[src/mts_pkg.sv]
// Shared constants, types and helpers of the memory transaction scheduler
// Overview of operation
// Arbiter offers one request, next after done
// Reset or low-byte config write restarts init
// Must urgency: refresh repeatedly down to release
// Reads come next after must refresh
// Need urgency: one refresh before writes
// Writes only after must, reads, need
// May or release urgency: one refresh
// Self-refresh request enters self-refresh, lowest
// After each action re-evaluate from top
// Self-refresh: no refreshes, no priority scheme
// Software bounds async request length
// Max sixteen words, one cycle per unit
// Async phases, wait extends up to limit
// Cache fills complete first, others held
// High-priority requesters avoid persistent streams
// SDRAM in self-refresh before clock gating
// Power-down: clock enable low except refresh
// Pure DMA target, no DMA events
// Top-byte config write skips init
// Backlog counts ticks and refreshes, four levels
package mts_pkg;

   // Clock and timing counts
   localparam int CLK_PERIOD_NS         = 50;
   localparam int INIT_TIME_US          = 200;
   localparam int INIT_CYCLES           = (INIT_TIME_US * 1000) / CLK_PERIOD_NS;
   localparam int REFRESH_TIME_NS       = 70;
   localparam int REFRESH_CYCLES        = (REFRESH_TIME_NS + CLK_PERIOD_NS - 1) / CLK_PERIOD_NS;
   localparam int SDRAM_OVERHEAD_CYCLES = 4;
   localparam int CNT_WIDTH             = 13;
   localparam logic [CNT_WIDTH-1:0] INIT_COUNT    = CNT_WIDTH'(INIT_CYCLES);
   localparam logic [CNT_WIDTH-1:0] REFRESH_COUNT = CNT_WIDTH'(REFRESH_CYCLES);

   // Request sizes
   localparam logic [4:0] MAX_REQ_WORDS   = 5'h10;
   localparam logic [4:0] FILL_WORDS      = 5'h08;
   localparam logic [6:0] MAX_ASYNC_UNITS = 7'h40;

   // Byte lanes of the configuration register that restart initialization
   localparam logic [3:0] CFG_INIT_BYTE_MASK = 4'h7;

   // Refresh backlog counter and urgency thresholds
   localparam int         BACKLOG_WIDTH = 4;
   localparam int         BACKLOG_MAX   = 15;
   localparam logic [3:0] URG_MAY_AT    = 4'h4;
   localparam logic [3:0] URG_NEED_AT   = 4'h7;
   localparam logic [3:0] URG_MUST_AT   = 4'hb;

   typedef enum logic [2:0] {URG_NONE, URG_RELEASE, URG_MAY, URG_NEED, URG_MUST} mts_urgency_t;
   typedef enum logic [2:0] {ST_INIT, ST_IDLE, ST_REFRESH, ST_SDRAM, ST_ASYNC, ST_SELFREF}
      mts_state_t;
   typedef enum logic [1:0] {ASP_SETUP, ASP_STROBE, ASP_HOLD, ASP_TURN} mts_phase_t;

   // Urgency level of a backlog count
   function automatic mts_urgency_t mts_urgency(input logic [BACKLOG_WIDTH-1:0] count);
      if (count >= URG_MUST_AT)
         return URG_MUST;
      else if (count >= URG_NEED_AT)
         return URG_NEED;
      else if (count >= URG_MAY_AT)
         return URG_MAY;
      else if (count != 4'h0)
         return URG_RELEASE;
      else
         return URG_NONE;
   endfunction

   // Access cycles of an async request: one per bus-width unit of 32-bit words
   function automatic logic [6:0] mts_async_units(input logic [4:0] words,
                                                  input logic       wide16);
      logic [4:0] w;
      w = (words == 5'h00) ? 5'h01 : ((words > MAX_REQ_WORDS) ? MAX_REQ_WORDS : words);
      return wide16 ? {1'b0, w, 1'b0} : {w, 2'b00};
   endfunction

endpackage

[src/mts_refresh_backlog.sv]
// Refresh backlog counter of the memory transaction scheduler
`timescale 1ns/1ps
`default_nettype none
module mts_refresh_backlog #(
   parameter int MAX_COUNT = mts_pkg::BACKLOG_MAX
) (
   input  wire logic                             clk_sys,
   input  wire logic                             sys_rst,
   input  wire logic                             intervalTick,
   input  wire logic                             refreshIssued,
   input  wire logic                             holdCount,
   input  wire logic                             clearCount,
   output logic [mts_pkg::BACKLOG_WIDTH-1:0]     backlog
);
   import mts_pkg::*;

   localparam logic [BACKLOG_WIDTH-1:0] MAX_VAL = BACKLOG_WIDTH'(MAX_COUNT);

   if (MAX_COUNT < 11 || MAX_COUNT >= (1 << BACKLOG_WIDTH)) begin : g_bad_max
      $error("Backlog maximum must reach must urgency and fit the counter");
   end

   // Up on interval expiry, down on issued refresh; both at once cancel out
   always_ff @(posedge clk_sys or posedge sys_rst) begin
      if (sys_rst) begin
         backlog <= 4'h0;
      end else if (clearCount) begin
         backlog <= 4'h0;
      end else begin
         if (intervalTick && !holdCount && !refreshIssued && backlog != MAX_VAL) begin
            backlog <= backlog + 4'h1;
         end else if (refreshIssued && !(intervalTick && !holdCount) && backlog != 4'h0) begin
            backlog <= backlog - 4'h1;
         end
      end
   end

endmodule
`default_nettype wire

[src/mts_scheduler.sv]
// Transaction scheduler top: priority selection, async cycle engine, clock enable
`timescale 1ns/1ps
`default_nettype none
module mts_scheduler #(
   parameter int SDRAM_OVERHEAD = mts_pkg::SDRAM_OVERHEAD_CYCLES
) (
   input  wire logic                          clk_sys,
   input  wire logic                          sys_rst,
   input  wire logic                          cfgWrite,
   input  wire logic [3:0]                    cfgByteEn,
   input  wire logic                          selfRefreshRequestBit,
   input  wire logic                          powerDownRequestBit,
   input  wire logic                          refreshTick,
   input  wire logic                          reqValid,
   input  wire logic                          reqWrite,
   input  wire logic                          reqAsync,
   input  wire logic [4:0]                    reqWords,
   input  wire logic                          fillValid,
   input  wire logic                          fillAsync,
   input  wire logic                          busWidth16,
   input  wire logic [3:0]                    asyncSetup,
   input  wire logic [3:0]                    asyncStrobe,
   input  wire logic [3:0]                    asyncHold,
   input  wire logic [3:0]                    asyncTurn,
   input  wire logic                          extendedWaitEnable,
   input  wire logic                          waitPolarity,
   input  wire logic [7:0]                    maxExtWait,
   input  wire logic                          externalWaitInput,
   input  wire logic                          clockStopRequest,
   output logic                               reqDone,
   output logic                               fillDone,
   output logic                               autoRefreshCommand,
   output logic                               rowActivateCommand,
   output logic                               sdramClockEnablePin,
   output logic                               asyncStrobeActive,
   output logic                               asyncWaitTimeout,
   output logic                               initBusy,
   output logic                               selfRefreshActive,
   output logic                               clockStopAck,
   output logic                               dmaEvent,
   output logic [mts_pkg::BACKLOG_WIDTH-1:0]  refreshBacklog
);
   import mts_pkg::*;

   if (SDRAM_OVERHEAD < 1 || SDRAM_OVERHEAD > 64) begin : g_bad_overhead
      $error("SDRAM access overhead must be between 1 and 64 cycles");
   end

   mts_state_t       state;
   mts_state_t       pick;
   mts_phase_t       phase;
   mts_urgency_t     urg;
   logic [12:0]      cnt;
   logic [12:0]      sdramLen;
   logic [3:0]       phaseCnt;
   logic [7:0]       extCount;
   logic [6:0]       unitIdx;
   logic [6:0]       unitsTotal;
   logic [4:0]       curWords;
   logic             curWrite;
   logic             curFill;
   logic             mustBurst;
   logic             cfgInit;
   logic             served;
   logic             readPending;
   logic             writePending;
   logic             waitActive;
   logic             asyncLast;
   logic             sdramLast;
   logic             finishing;

   // Backlog ticks are ignored in self-refresh: the memory refreshes itself
   mts_refresh_backlog #(
      .MAX_COUNT     (BACKLOG_MAX)
   ) u_backlog (
      .clk_sys       (clk_sys),
      .sys_rst       (sys_rst),
      .intervalTick  (refreshTick),
      .refreshIssued (autoRefreshCommand),
      .holdCount     (state == ST_SELFREF),
      .clearCount    (state == ST_INIT),
      .backlog       (refreshBacklog)
   );

   // Request and urgency decode
   assign urg          = mts_urgency(refreshBacklog);
   assign cfgInit      = cfgWrite && ((cfgByteEn & CFG_INIT_BYTE_MASK) != 4'h0);
   // A request just answered may still be up for a cycle; do not serve it twice
   assign served       = reqDone || fillDone;
   assign readPending  = !served && (fillValid || (reqValid && !reqWrite));
   // Other requests wait while a cache fill is offered
   assign writePending = !served && !fillValid && reqValid && reqWrite;
   assign waitActive   = extendedWaitEnable && (externalWaitInput == waitPolarity);
   assign sdramLen     = 13'(curWords) + 13'(SDRAM_OVERHEAD - 1);
   assign sdramLast    = (state == ST_SDRAM) && (cnt == sdramLen);
   assign asyncLast    = (state == ST_ASYNC) && (phase == ASP_TURN) && (phaseCnt == asyncTurn)
                         && (unitIdx == unitsTotal - 7'h01);
   assign finishing    = (sdramLast || asyncLast) && !cfgInit;

   // Strict priority order, evaluated afresh each time the scheduler is idle
   always_comb begin
      pick = ST_IDLE;
      if (mustBurst || urg == URG_MUST) begin
         pick = ST_REFRESH;
      end else if (readPending) begin
         pick = (fillValid ? fillAsync : reqAsync) ? ST_ASYNC : ST_SDRAM;
      end else if (urg == URG_NEED) begin
         pick = ST_REFRESH;
      end else if (writePending) begin
         pick = reqAsync ? ST_ASYNC : ST_SDRAM;
      end else if (urg != URG_NONE) begin
         pick = ST_REFRESH;
      end else if (selfRefreshRequestBit) begin
         pick = ST_SELFREF;
      end
   end

   // Main sequencer; a qualifying config write preempts whatever runs
   always_ff @(posedge clk_sys or posedge sys_rst) begin
      if (sys_rst) begin
         state <= ST_INIT;
         cnt   <= 13'h0000;
      end else if (cfgInit) begin
         state <= ST_INIT;
         cnt   <= 13'h0000;
      end else begin
         unique case (state)
            ST_INIT: begin
               if (cnt == INIT_COUNT - 13'h0001) begin
                  state <= ST_IDLE;
                  cnt   <= 13'h0000;
               end else begin
                  cnt <= cnt + 13'h0001;
               end
            end
            ST_IDLE: begin
               state <= pick;
               cnt   <= 13'h0000;
            end
            ST_REFRESH: begin
               if (cnt == REFRESH_COUNT - 13'h0001) begin
                  state <= ST_IDLE;
               end else begin
                  cnt <= cnt + 13'h0001;
               end
            end
            ST_SDRAM: begin
               if (sdramLast) begin
                  state <= ST_IDLE;
               end else begin
                  cnt <= cnt + 13'h0001;
               end
            end
            ST_ASYNC: begin
               if (asyncLast) begin
                  state <= ST_IDLE;
               end
            end
            ST_SELFREF: begin
               // No refresh and no scheduling until software drops the request
               if (!selfRefreshRequestBit) begin
                  state <= ST_IDLE;
               end
            end
         endcase
      end
   end

   // Latch the request being served
   always_ff @(posedge clk_sys or posedge sys_rst) begin
      if (sys_rst) begin
         curWords <= 5'h01;
         curWrite <= 1'b0;
         curFill  <= 1'b0;
      end else if (state == ST_IDLE && (pick == ST_SDRAM || pick == ST_ASYNC)) begin
         curFill  <= readPending && fillValid;
         curWrite <= !readPending;
         curWords <= (readPending && fillValid) ? FILL_WORDS : reqWords;
      end
   end

   // Must urgency holds the burst until the backlog is down to release
   always_ff @(posedge clk_sys or posedge sys_rst) begin
      if (sys_rst) begin
         mustBurst <= 1'b0;
      end else if (state == ST_INIT || cfgInit) begin
         mustBurst <= 1'b0;
      end else if (urg == URG_MUST) begin
         mustBurst <= 1'b1;
      end else if (urg <= URG_RELEASE) begin
         mustBurst <= 1'b0;
      end
   end

   // Async engine: setup, strobe, hold, turnaround per bus-width unit
   always_ff @(posedge clk_sys or posedge sys_rst) begin
      if (sys_rst) begin
         phase      <= ASP_SETUP;
         phaseCnt   <= 4'h0;
         extCount   <= 8'h00;
         unitIdx    <= 7'h00;
         unitsTotal <= 7'h01;
      end else if (state == ST_IDLE) begin
         phase      <= ASP_SETUP;
         phaseCnt   <= 4'h0;
         extCount   <= 8'h00;
         unitIdx    <= 7'h00;
         unitsTotal <= mts_async_units((readPending && fillValid) ? FILL_WORDS : reqWords,
                                       busWidth16);
      end else if (state == ST_ASYNC) begin
         unique case (phase)
            ASP_SETUP: begin
               if (phaseCnt == asyncSetup) begin
                  phase    <= ASP_STROBE;
                  phaseCnt <= 4'h0;
                  extCount <= 8'h00;
               end else begin
                  phaseCnt <= phaseCnt + 4'h1;
               end
            end
            ASP_STROBE: begin
               if (phaseCnt != asyncStrobe) begin
                  phaseCnt <= phaseCnt + 4'h1;
               end else if (waitActive && extCount != maxExtWait) begin
                  extCount <= extCount + 8'h01;
               end else begin
                  phase    <= ASP_HOLD;
                  phaseCnt <= 4'h0;
               end
            end
            ASP_HOLD: begin
               if (phaseCnt == asyncHold) begin
                  phase    <= ASP_TURN;
                  phaseCnt <= 4'h0;
               end else begin
                  phaseCnt <= phaseCnt + 4'h1;
               end
            end
            ASP_TURN: begin
               if (phaseCnt != asyncTurn) begin
                  phaseCnt <= phaseCnt + 4'h1;
               end else if (unitIdx != unitsTotal - 7'h01) begin
                  unitIdx  <= unitIdx + 7'h01;
                  phase    <= ASP_SETUP;
                  phaseCnt <= 4'h0;
               end
            end
         endcase
      end
   end

   // Completion strobes; a fill answers on its own port
   always_ff @(posedge clk_sys or posedge sys_rst) begin
      if (sys_rst) begin
         reqDone  <= 1'b0;
         fillDone <= 1'b0;
      end else begin
         reqDone  <= finishing && !curFill;
         fillDone <= finishing && curFill;
      end
   end

   // Command strobes and async status, registered one cycle behind the decision
   always_ff @(posedge clk_sys or posedge sys_rst) begin
      if (sys_rst) begin
         autoRefreshCommand <= 1'b0;
         rowActivateCommand <= 1'b0;
         asyncStrobeActive  <= 1'b0;
         asyncWaitTimeout   <= 1'b0;
      end else begin
         autoRefreshCommand <= (state == ST_IDLE) && (pick == ST_REFRESH) && !cfgInit;
         rowActivateCommand <= (state == ST_IDLE) && (pick == ST_SDRAM) && !cfgInit;
         asyncStrobeActive  <= (state == ST_ASYNC) && (phase == ASP_STROBE) && !cfgInit;
         asyncWaitTimeout   <= (state == ST_ASYNC) && (phase == ASP_STROBE)
                               && (phaseCnt == asyncStrobe) && waitActive
                               && (extCount == maxExtWait) && !cfgInit;
      end
   end

   // Clock enable low in self-refresh and while idle in power-down;
   // a pending refresh or request raises it again for its own command
   always_ff @(posedge clk_sys or posedge sys_rst) begin
      if (sys_rst) begin
         sdramClockEnablePin <= 1'b0;
      end else begin
         sdramClockEnablePin <= cfgInit
            || !(((state == ST_IDLE) && (pick == ST_SELFREF))
                 || ((state == ST_SELFREF) && selfRefreshRequestBit)
                 || ((state == ST_IDLE) && (pick == ST_IDLE) && powerDownRequestBit));
      end
   end

   // Status flags; the clock may be gated only once the memory refreshes itself,
   // and both flags drop with the request so they never overlap a rising clock enable
   always_ff @(posedge clk_sys or posedge sys_rst) begin
      if (sys_rst) begin
         initBusy          <= 1'b1;
         selfRefreshActive <= 1'b0;
         clockStopAck      <= 1'b0;
         dmaEvent          <= 1'b0;
      end else begin
         initBusy          <= (state == ST_INIT) || cfgInit;
         selfRefreshActive <= (state == ST_SELFREF) && selfRefreshRequestBit && !cfgInit;
         clockStopAck      <= (state == ST_SELFREF) && selfRefreshRequestBit && clockStopRequest
                              && !cfgInit;
         dmaEvent          <= 1'b0;
      end
   end

   // Checks on the scheduling decisions and the pins
   a_init_restart: assert property (@(posedge clk_sys) disable iff (sys_rst)
      cfgInit |=> (state == ST_INIT) && initBusy)
      else $error("config write did not restart init");
   a_top_byte_only: assert property (@(posedge clk_sys) disable iff (sys_rst)
      (cfgWrite && cfgByteEn == 4'h8 && state != ST_INIT) |=> state != ST_INIT)
      else $error("top byte write restarted init");
   a_must_first: assert property (@(posedge clk_sys) disable iff (sys_rst)
      (state == ST_IDLE && !cfgInit && urg == URG_MUST && readPending)
      |=> state == ST_REFRESH ##0 autoRefreshCommand)
      else $error("must refresh lost to a read");
   a_read_second: assert property (@(posedge clk_sys) disable iff (sys_rst)
      (state == ST_IDLE && !cfgInit && !mustBurst && urg != URG_MUST && readPending)
      |=> (state == ST_SDRAM || state == ST_ASYNC) && !curWrite)
      else $error("read not served next");
   a_need_third: assert property (@(posedge clk_sys) disable iff (sys_rst)
      (state == ST_IDLE && !cfgInit && !mustBurst && urg == URG_NEED && !readPending
       && writePending) |=> state == ST_REFRESH)
      else $error("write overtook need refresh");
   a_write_fourth: assert property (@(posedge clk_sys) disable iff (sys_rst)
      ((state == ST_SDRAM || state == ST_ASYNC) && curWrite && $past(state) == ST_IDLE)
      |-> $past(urg) < URG_NEED && !$past(mustBurst))
      else $error("write started with refresh pending");
   a_idle_refresh: assert property (@(posedge clk_sys) disable iff (sys_rst)
      (state == ST_IDLE && !cfgInit && !readPending && !writePending && urg != URG_NONE)
      |=> state == ST_REFRESH)
      else $error("backlog left unserved while idle");
   a_selfref_last: assert property (@(posedge clk_sys) disable iff (sys_rst)
      (state == ST_IDLE && !cfgInit && $past(state) != ST_IDLE && selfRefreshRequestBit
       && urg == URG_NONE && !readPending && !writePending)
      |=> state == ST_SELFREF ##1 selfRefreshActive)
      else $error("self-refresh not entered");
   a_selfref_quiet: assert property (@(posedge clk_sys) disable iff (sys_rst)
      selfRefreshActive |-> !autoRefreshCommand && !sdramClockEnablePin)
      else $error("activity during self-refresh");
   a_wait_bound: assert property (@(posedge clk_sys) disable iff (sys_rst)
      (state == ST_ASYNC) |-> extCount <= maxExtWait && unitIdx < MAX_ASYNC_UNITS)
      else $error("async cycle beyond its limits");
   a_fill_first: assert property (@(posedge clk_sys) disable iff (sys_rst)
      (state == ST_IDLE && !cfgInit && fillValid && !served && !mustBurst
       && urg != URG_MUST) |=> curFill && curWords == FILL_WORDS)
      else $error("cache fill not served first");
   a_powerdown_cke: assert property (@(posedge clk_sys) disable iff (sys_rst)
      (state == ST_IDLE && !cfgInit && pick == ST_IDLE && powerDownRequestBit)
      |=> !sdramClockEnablePin)
      else $error("clock enable high while powered down");
   a_refresh_cke: assert property (@(posedge clk_sys) disable iff (sys_rst)
      autoRefreshCommand |-> sdramClockEnablePin)
      else $error("refresh issued with clock enable low");
   a_no_dma: assert property (@(posedge clk_sys) disable iff (sys_rst)
      !dmaEvent)
      else $error("DMA event raised");

endmodule
`default_nettype wire

[config.mk]
export PLATFORM = sky130hd
export DESIGN_NAME = mts_scheduler
export DESIGN_NICKNAME = d
export VERILOG_FILES = /design/src/mts_pkg.sv /design/src/mts_refresh_backlog.sv /design/src/mts_scheduler.sv
export SDC_FILE = /design/constraint.sdc
export NUM_CORES = 1
export LEC_CHECK = 0
export ABC_AREA = 0
export BUFFER_PORTS_ARGS = -buffer_cell sky130_fd_sc_hd__buf_2
export CAP_MARGIN = 40
export CORE_UTILIZATION = 35
export CTS_BUF_LIST = sky130_fd_sc_hd__clkbuf_8
export DETAILED_ROUTE_END_ITERATION = 8
export GPL_TIMING_DRIVEN = 0
export PLACE_DENSITY_LB_ADDON = 0.05
export SYNTH_ARGS = -nofsm -noshare
export SYNTH_HDL_FRONTEND = slang
export SYNTH_HIERARCHICAL = 1
export SYNTH_SLANG_ARGS = --single-unit
[constraint.sdc]
create_clock -name clk_sys -period 5.6 [get_ports clk_sys]
set_input_delay 1.12 -clock clk_sys [delete_from_list [all_inputs] [get_ports clk_sys]]
set_output_delay 1.12 -clock clk_sys [all_outputs]
set_load 0.02 [all_outputs]
Yosys cells after proc, flatten, opt, wreduce, memory -nomap -nowiden
Index checks and enable logic that the tools add are counted.
{ "totals": {"in_bits": 49, "regBits": 65, "wordCells": 221} }
{ "op_classes": {"n_lt_le_gt_ge": 5, "muxes": 64, "addsub": 8, "n_eq_ne": 47, "n_reduce_logical": 76} }
{ "ops": {"columns": ["operator", "n"], "rows": [
  ["$mux W13", 4],
  ["$pmux W13 S4", 1],
  ["$mux W3", 15],
  ["$mux W4", 11],
  ["$mux W7", 6],
  ["$mux W8", 5],
  ["$logic_and A1 B1 Y1", 39],
  ["$ne A3 B3 Y1 const B", 13],
  ["$mux W2", 10],
  ["$pmux W3 S6", 1],
  ["$eq A4 B4 Y1", 4],
  ["$pmux W4 S4", 1],
  ["$pmux W8 S2", 1],
  ["$eq A3 B2 Y1 const B", 5],
  ["$eq A3 B3 Y1 const B", 5],
  ["$mux W5", 3],
  ["$add A13 B1 Y13 const B", 1],
  ["$eq A13 B1 Y1 const B", 1],
  ["$eq A13 B12 Y1 const B", 1],
  ["$eq A13 B6 Y1", 1],
  ["$reduce_bool A3 Y1", 4],
  ["$reduce_and A5 Y1", 2],
  ["$logic_not A1 Y1", 9],
  ["$logic_or A1 B1 Y1", 9],
  ["34 further kinds", 48]
]} }

Logic depth before layout (Yosys ltp)
{ "logic_depth": {"depth_word": 17, "depth_mapped": 11} }

Hierarchy
Netlist, hierarchy kept.
{ "by_module_without_submodules": {"columns": ["mod", "instances", "seq_area_each_um2", "area_each_um2", "cells_per_inst"], "rows": [
  ["mts_scheduler", 1, 1530.2, 4186.5, 481],
  ["mts_refresh_backlog", 1, 100.1, 340.3, 34]
]} }

Worst setup path before layout
No wires, ideal clock.
{ "synth_path": {"kind": "input-to-reg", "from": "input refreshTick", "to": "register u_backlog/backlog[3] (netlist bit)", "setup_slack_ns": 2.541, "stages": 8, "n_path_buf": 1, "arrival_time_ns": 2.934, "required_ns": 5.475, "cell_sequence": "nand2b_1 -> or3_1 -> buf_6 -> ha_1 -> a21o_1 -> a21oi_1 -> mux2i_4 -> mux2_4"} }
{ "synth_between": {"elab_chain_cells": 5, "word_cells_on_any_way": 9, "cone_classes": "2 x mux; 7 x reduce/logical"} }
{ "synth_rtl": {"columns": ["item", "line_no", "source"], "rows": [
  ["from (decl)", "mts_scheduler.sv:13", "input wire logic refreshTick,"],
  ["$logic_and A1 B1 Y1 (*)", "mts_refresh_backlog.sv:30, mts_refresh_backlog.sv:32", null],
  ["$logic_and A1 B1 Y1 / $logic_not A1 Y1 (equally long branches)", "mts_refresh_backlog.sv:30, mts_refresh_backlog.sv:32", null],
  ["$logic_and A1 B1 Y1 (on tied branches)", "mts_refresh_backlog.sv:30, mts_refresh_backlog.sv:32", null],
  ["$mux W4 / $logic_and A1 B1 Y1 (equally long branches)", "mts_refresh_backlog.sv:30, mts_refresh_backlog.sv:32", null],
  ["$mux W4 / $reduce_bool A3 Y1 (equally long branches)", null, null],
  ["to (signal assigned)", "mts_refresh_backlog.sv:31", "backlog <= backlog + 4'h1;"],
  ["to (signal assigned)", "mts_refresh_backlog.sv:33", "backlog <= backlog - 4'h1;"],
  ["to (decl)", "mts_refresh_backlog.sv:13", "output logic [mts_pkg::BACKLOG_WIDTH-1:0] backlog"]
]} }
Mark *: on every way between the ends. The rest lies on a longest branch, timed or not.
A chain may end at the register's enable or synchronous reset.

Worst setup path after layout
{ "layout_path": {"from": "register unitsTotal[0]", "to": "register phase[1]"} }
{ "layout_between": {"elab_chain_cells": 4} }
{ "layout_rtl": {"columns": ["item", "line_no", "source"], "rows": [
  ["from (decl)", "mts_scheduler.sv:58", "logic [6:0] unitsTotal;"],
  ["from (signal assigned)", "mts_scheduler.sv:208", "unitsTotal <= mts_async_units((readPending && fillValid) ? FILL_WORDS : reqWords,"],
  ["$sub A7 B1 Y7", "mts_scheduler.sv:242", "end else if (unitIdx != unitsTotal - 7'h01) begin"],
  ["$ne A7 B7 Y1", "mts_scheduler.sv:242", null],
  ["$ne A3 B1 Y1 (no source line)", null, null],
  ["$reduce_and A7 Y1 (no source line)", null, null],
  ["to (signal assigned)", "mts_scheduler.sv:227", "phase <= ASP_HOLD;"],
  ["to (signal assigned)", "mts_scheduler.sv:233", "phase <= ASP_TURN;"],
  ["to (signal assigned)", "mts_scheduler.sv:244", "phase <= ASP_SETUP;"],
  ["to (decl)", "mts_scheduler.sv:51", "mts_phase_t phase;"]
]} }
Every way passes these cells.

==> summary.txt <==
Logic synthesis
  – Synth area leader: dfrtp_1
  – Warnings, synthesis: 6
  – Post-synth EDFFs: 0
  – Sequential element share of the synthesized area: 36.0%
  – Synth top area share: 34.3%
  – Cells taking the most area after synthesis: dfrtp_1 (34%), xnor2_1 (6.6%), nand2_1 (4.2%)
  – Syn avg cell area: 8.79 um2
  – Synth Flop Type: dfrtp_1
  – Syn Std Cell Area: 4530 um2
  – Gate Count Post-Synth: between 500 and 600
  – #FFs+latches synth: between 60 and 70
  – Post-synthesis async set-or-reset flop share: 100%
  – Post-Syn Nets: between 500 and 600
  – Yosys cell types: 75

STA
  – Final setup viols: 0
  – Max_slew headroom: a little over two fifths
  – Final WS setup: roughly 2500 ps
  – Max Slew Vio Count: 0
  – Final Cycle Share: between 50% and 60%
  – Worst-Margin Slew: around 840 ps
  – Clock skew: 9.95 ps
  – Fmax: 320 MHz
  – Endpoints failing hold: 0
  – Setup TNS Final: 0 ps
  – RSZ-0062 raised after global routing: false
  – Post-layout min period: between 3000 and 4000 ps

Placed design
  – Placement Cell Area: between 5000 and 6000 um2
  – DP Worst Slack: between 2000 and 2500 ps
  – PortBufs: between 50 and 60
  – DP HPWL: between 8000 and 9000 um
  – GPL Wtd Cong: 0.799
  – Cells after DPL: 747

Clock tree
  – Clock sink total: 65
  – CTS Hold Bufs: 0
  – CTS Buffer Depth: 2
  – CTS tree: done
  – Clock-pin slew on the worst setup and hold paths: approximately 80 ps
  – Setup bufs post-CTS: 0
  – H-Tree Level Count: 3
  – Number of buffers created by CTS: 9
  – Root Buffer: clkbuf_8
  – CTS resizes: 0
  – Clock latency on the worst-skew pair: roughly 370 ps

GRT
  – GRT Max-Usage Layer: met2
  – Met2 Usage GRT: just under 30%
  – First-pass GRT wire length: ~20000 um
  – GR Overflow Total: 0
  – Total GRT Usage: a little under a fifth
  – Initial antenna violation count: 0
  – M1 GR Usage: between 20% and 30%
  – Vias in the first global route: between 3000 and 4000
  – Largest net degree at the start of global routing: 43
  – GR Layer Usage met3: under 10%

Worst setup path
  – Critical Path Source Type: register
  – CP Max Fanout: 8
  – Critical Path RT: 5840 ps
  – FF-to-FF setup slack: 2470 ps
  – CP Capture Type: register
  – Crit path kind: register to register
  – Data arrival time of the worst path: roughly 3400 ps

Die
  – # IOs: 64
  – Full die area: 13400 um2
  – Starting density of the core: 35.9%
  – Chip width: ~120 um
  – Core Region: between 10000 and 15000 um2
  – Row Count: 41
  – Chip height: roughly 120 um

Layout
  – Final core occ: a little over two fifths
  – Design Area, Final: 5310 um2
  – Area grow syn2layout: 17.3%
  – Antenna cell count: 0
  – Share of cells above drive strength 1: a little under a fifth
  – Final Non-Filler Cells: 763
  – Fillers: between 1000 and 1500
  – Nets: 649

Pwr
  – Power Internal: about 1.2 mW
  – VDD IR max: ~0.00012 V
  – Psw: 761 uW
  – Clock power frac: around a quarter
  – Leak Pwr: approximately 2.3 nW
  – Switching share of power: between 30% and 40%
  – Gate power share: between 40% and 50%
  – PwrDens: around 370 nW/um2
  – Flop pwr share: about a third

Drt
  – Residual DRC count: 0
  – Post-route ant nets: 0
  – Via count: about 4000
  – DRT Wirelength: ~12000 um
  – Iter 0 DRT Violations: between 200 and 250
  – Vias per inst: between 5 and 6
  – WL/cell: between 15 and 20 um
  – DR pass1 iterations: 4

Flow run
  – Max-Cap Viols: 0

Hold path
  – Min-delay worst type: register to register

Status
  – Outcome: completed
[per-stage QoR]
| stage | hold slack (ps) | power [mW] |
|---|---|---|
| CTS | 459 | 1.98 |
| global placement | 438 | 1.44 |
| global route | 488 | 2.11 |
| detailed placement | 440 | 1.46 |
| finish | 452 | 1.97 |
| floorplan | 416 | 1.26 |
[layout by cell type (no fill, tap or decap), types with 9 or more instances in the layout]
| cell type | count |
|---|---|
| nand2_1 | 51 |
| and3_1 | 14 |
| nand3_1 | 19 |
| nor3_1 | 15 |
| or3_1 | 9 |
| o21ai_0 | 25 |
| dfrtp_1 | 62 |
| xnor2_1 | 34 |
| nor2_1 | 32 |
| clkbuf_1 | 20 |
| ha_1 | 13 |
| mux2i_1 | 9 |
| buf_2 | 66 |
| inv_1 | 21 |
| nand4_1 | 9 |
| a21oi_1 | 29 |
| clkbuf_8 | 10 |
[sequential cells by signal, indices dropped and copies added (netlist names), 2 cells and up]
register,cells
extCount,8
unitIdx,7
unitsTotal,7
u_backlog/backlog,4
curWords,5
phaseCnt,4
phase,2
state,3
cnt,13
[power by group through the flow]
| stage | Clock, mW | Sequential (mW) | Combinational (mW) |
|---|---|---|---|
| after global routing | 0.534 | 0.672 | 0.905 |
| after CTS | 0.520 | 0.656 | 0.805 |
| final | 0.506 | 0.657 | 0.803 |
| after detailed placement | 0 | 0.665 | 0.798 |
| after global placement | 0 | 0.663 | 0.777 |
| after floorplan | 0 | 0.648 | 0.613 |
[cells by family after synthesis]
group	after synthesis	share of synthesized area [%]
simple gates	206	24.7
compound gates	122	18.8
flops	65	36.0
buf+inv	53	5.14
xor+xnor	41	7.93
fa+ha+maj	14	4.04
mux	13	3.32
other cells	1	0.0828
[layout make-up]
class	instances	area (um2)	area share [%]
multi-input cells	397	2660	50.2
flip-flops and latches	65	1630	30.7
repair buffers	60	323	6.08
well taps	172	215	4.05
plain buffers	31	145	2.73
clock buffers	10	138	2.59
clock inverters	6	106	2.00
inverters	22	90.1	1.70
[synth_stat cells, types with 4 or more instances]
cell	count
nor2b_1	5
clkbuf_1	20
and3_1	14
and2_1	6
o31ai_1	8
dfrtp_1	62
o32ai_1	7
buf_2	7
nor2_1	32
nor4_1	5
nand3_1	19
ha_1	13
a21oi_1	29
xnor2_1	34
nand4b_1	4
nand2b_1	7
mux2i_1	9
nand2_1	51
o21ai_1	4
or3_1	9
o21a_1	4
nand4_1	9
o22ai_1	4
o21ai_0	25
o211ai_1	5
a31oi_1	4
inv_1	21
nor3_1	15
or4_1	6
or2_2	4
nor3b_1	5
xor2_1	7
[per-layer routing]
metal / vias to the layer above / share of wire (%)
met3: 16 / 3.4
met4: 0 / 2.0
met2: 80 / 45
met1: 1935 / 50
li1: 2007 / -
met5: - / 0
[final timing paths]
check / startpoint / cells after the start / endpoint
max reg2reg: unitsTotal[0] / 10 / phase[1]
max in group asynchronous: sys_rst / 3 / curWords[0]
min: curFill / 1 / reqDone
min reg2reg: curFill / 1 / reqDone
min in group asynchronous: sys_rst / 2 / u_backlog/backlog[1]
max: unitsTotal[0] / 10 / phase[1]
[worst max-delay path, stage by stage, from the launching register on]
cell and delay [ps]:
dfstp_2 520, buf_2 200, inv_1 80, ha_1 190, buf_2 170, o21ba_1 190, a221o_1 380, a2111oi_4 420
o31ai_1 240, o21ai_1 270, mux2_1 340
(Power assumes the default switching activity.)
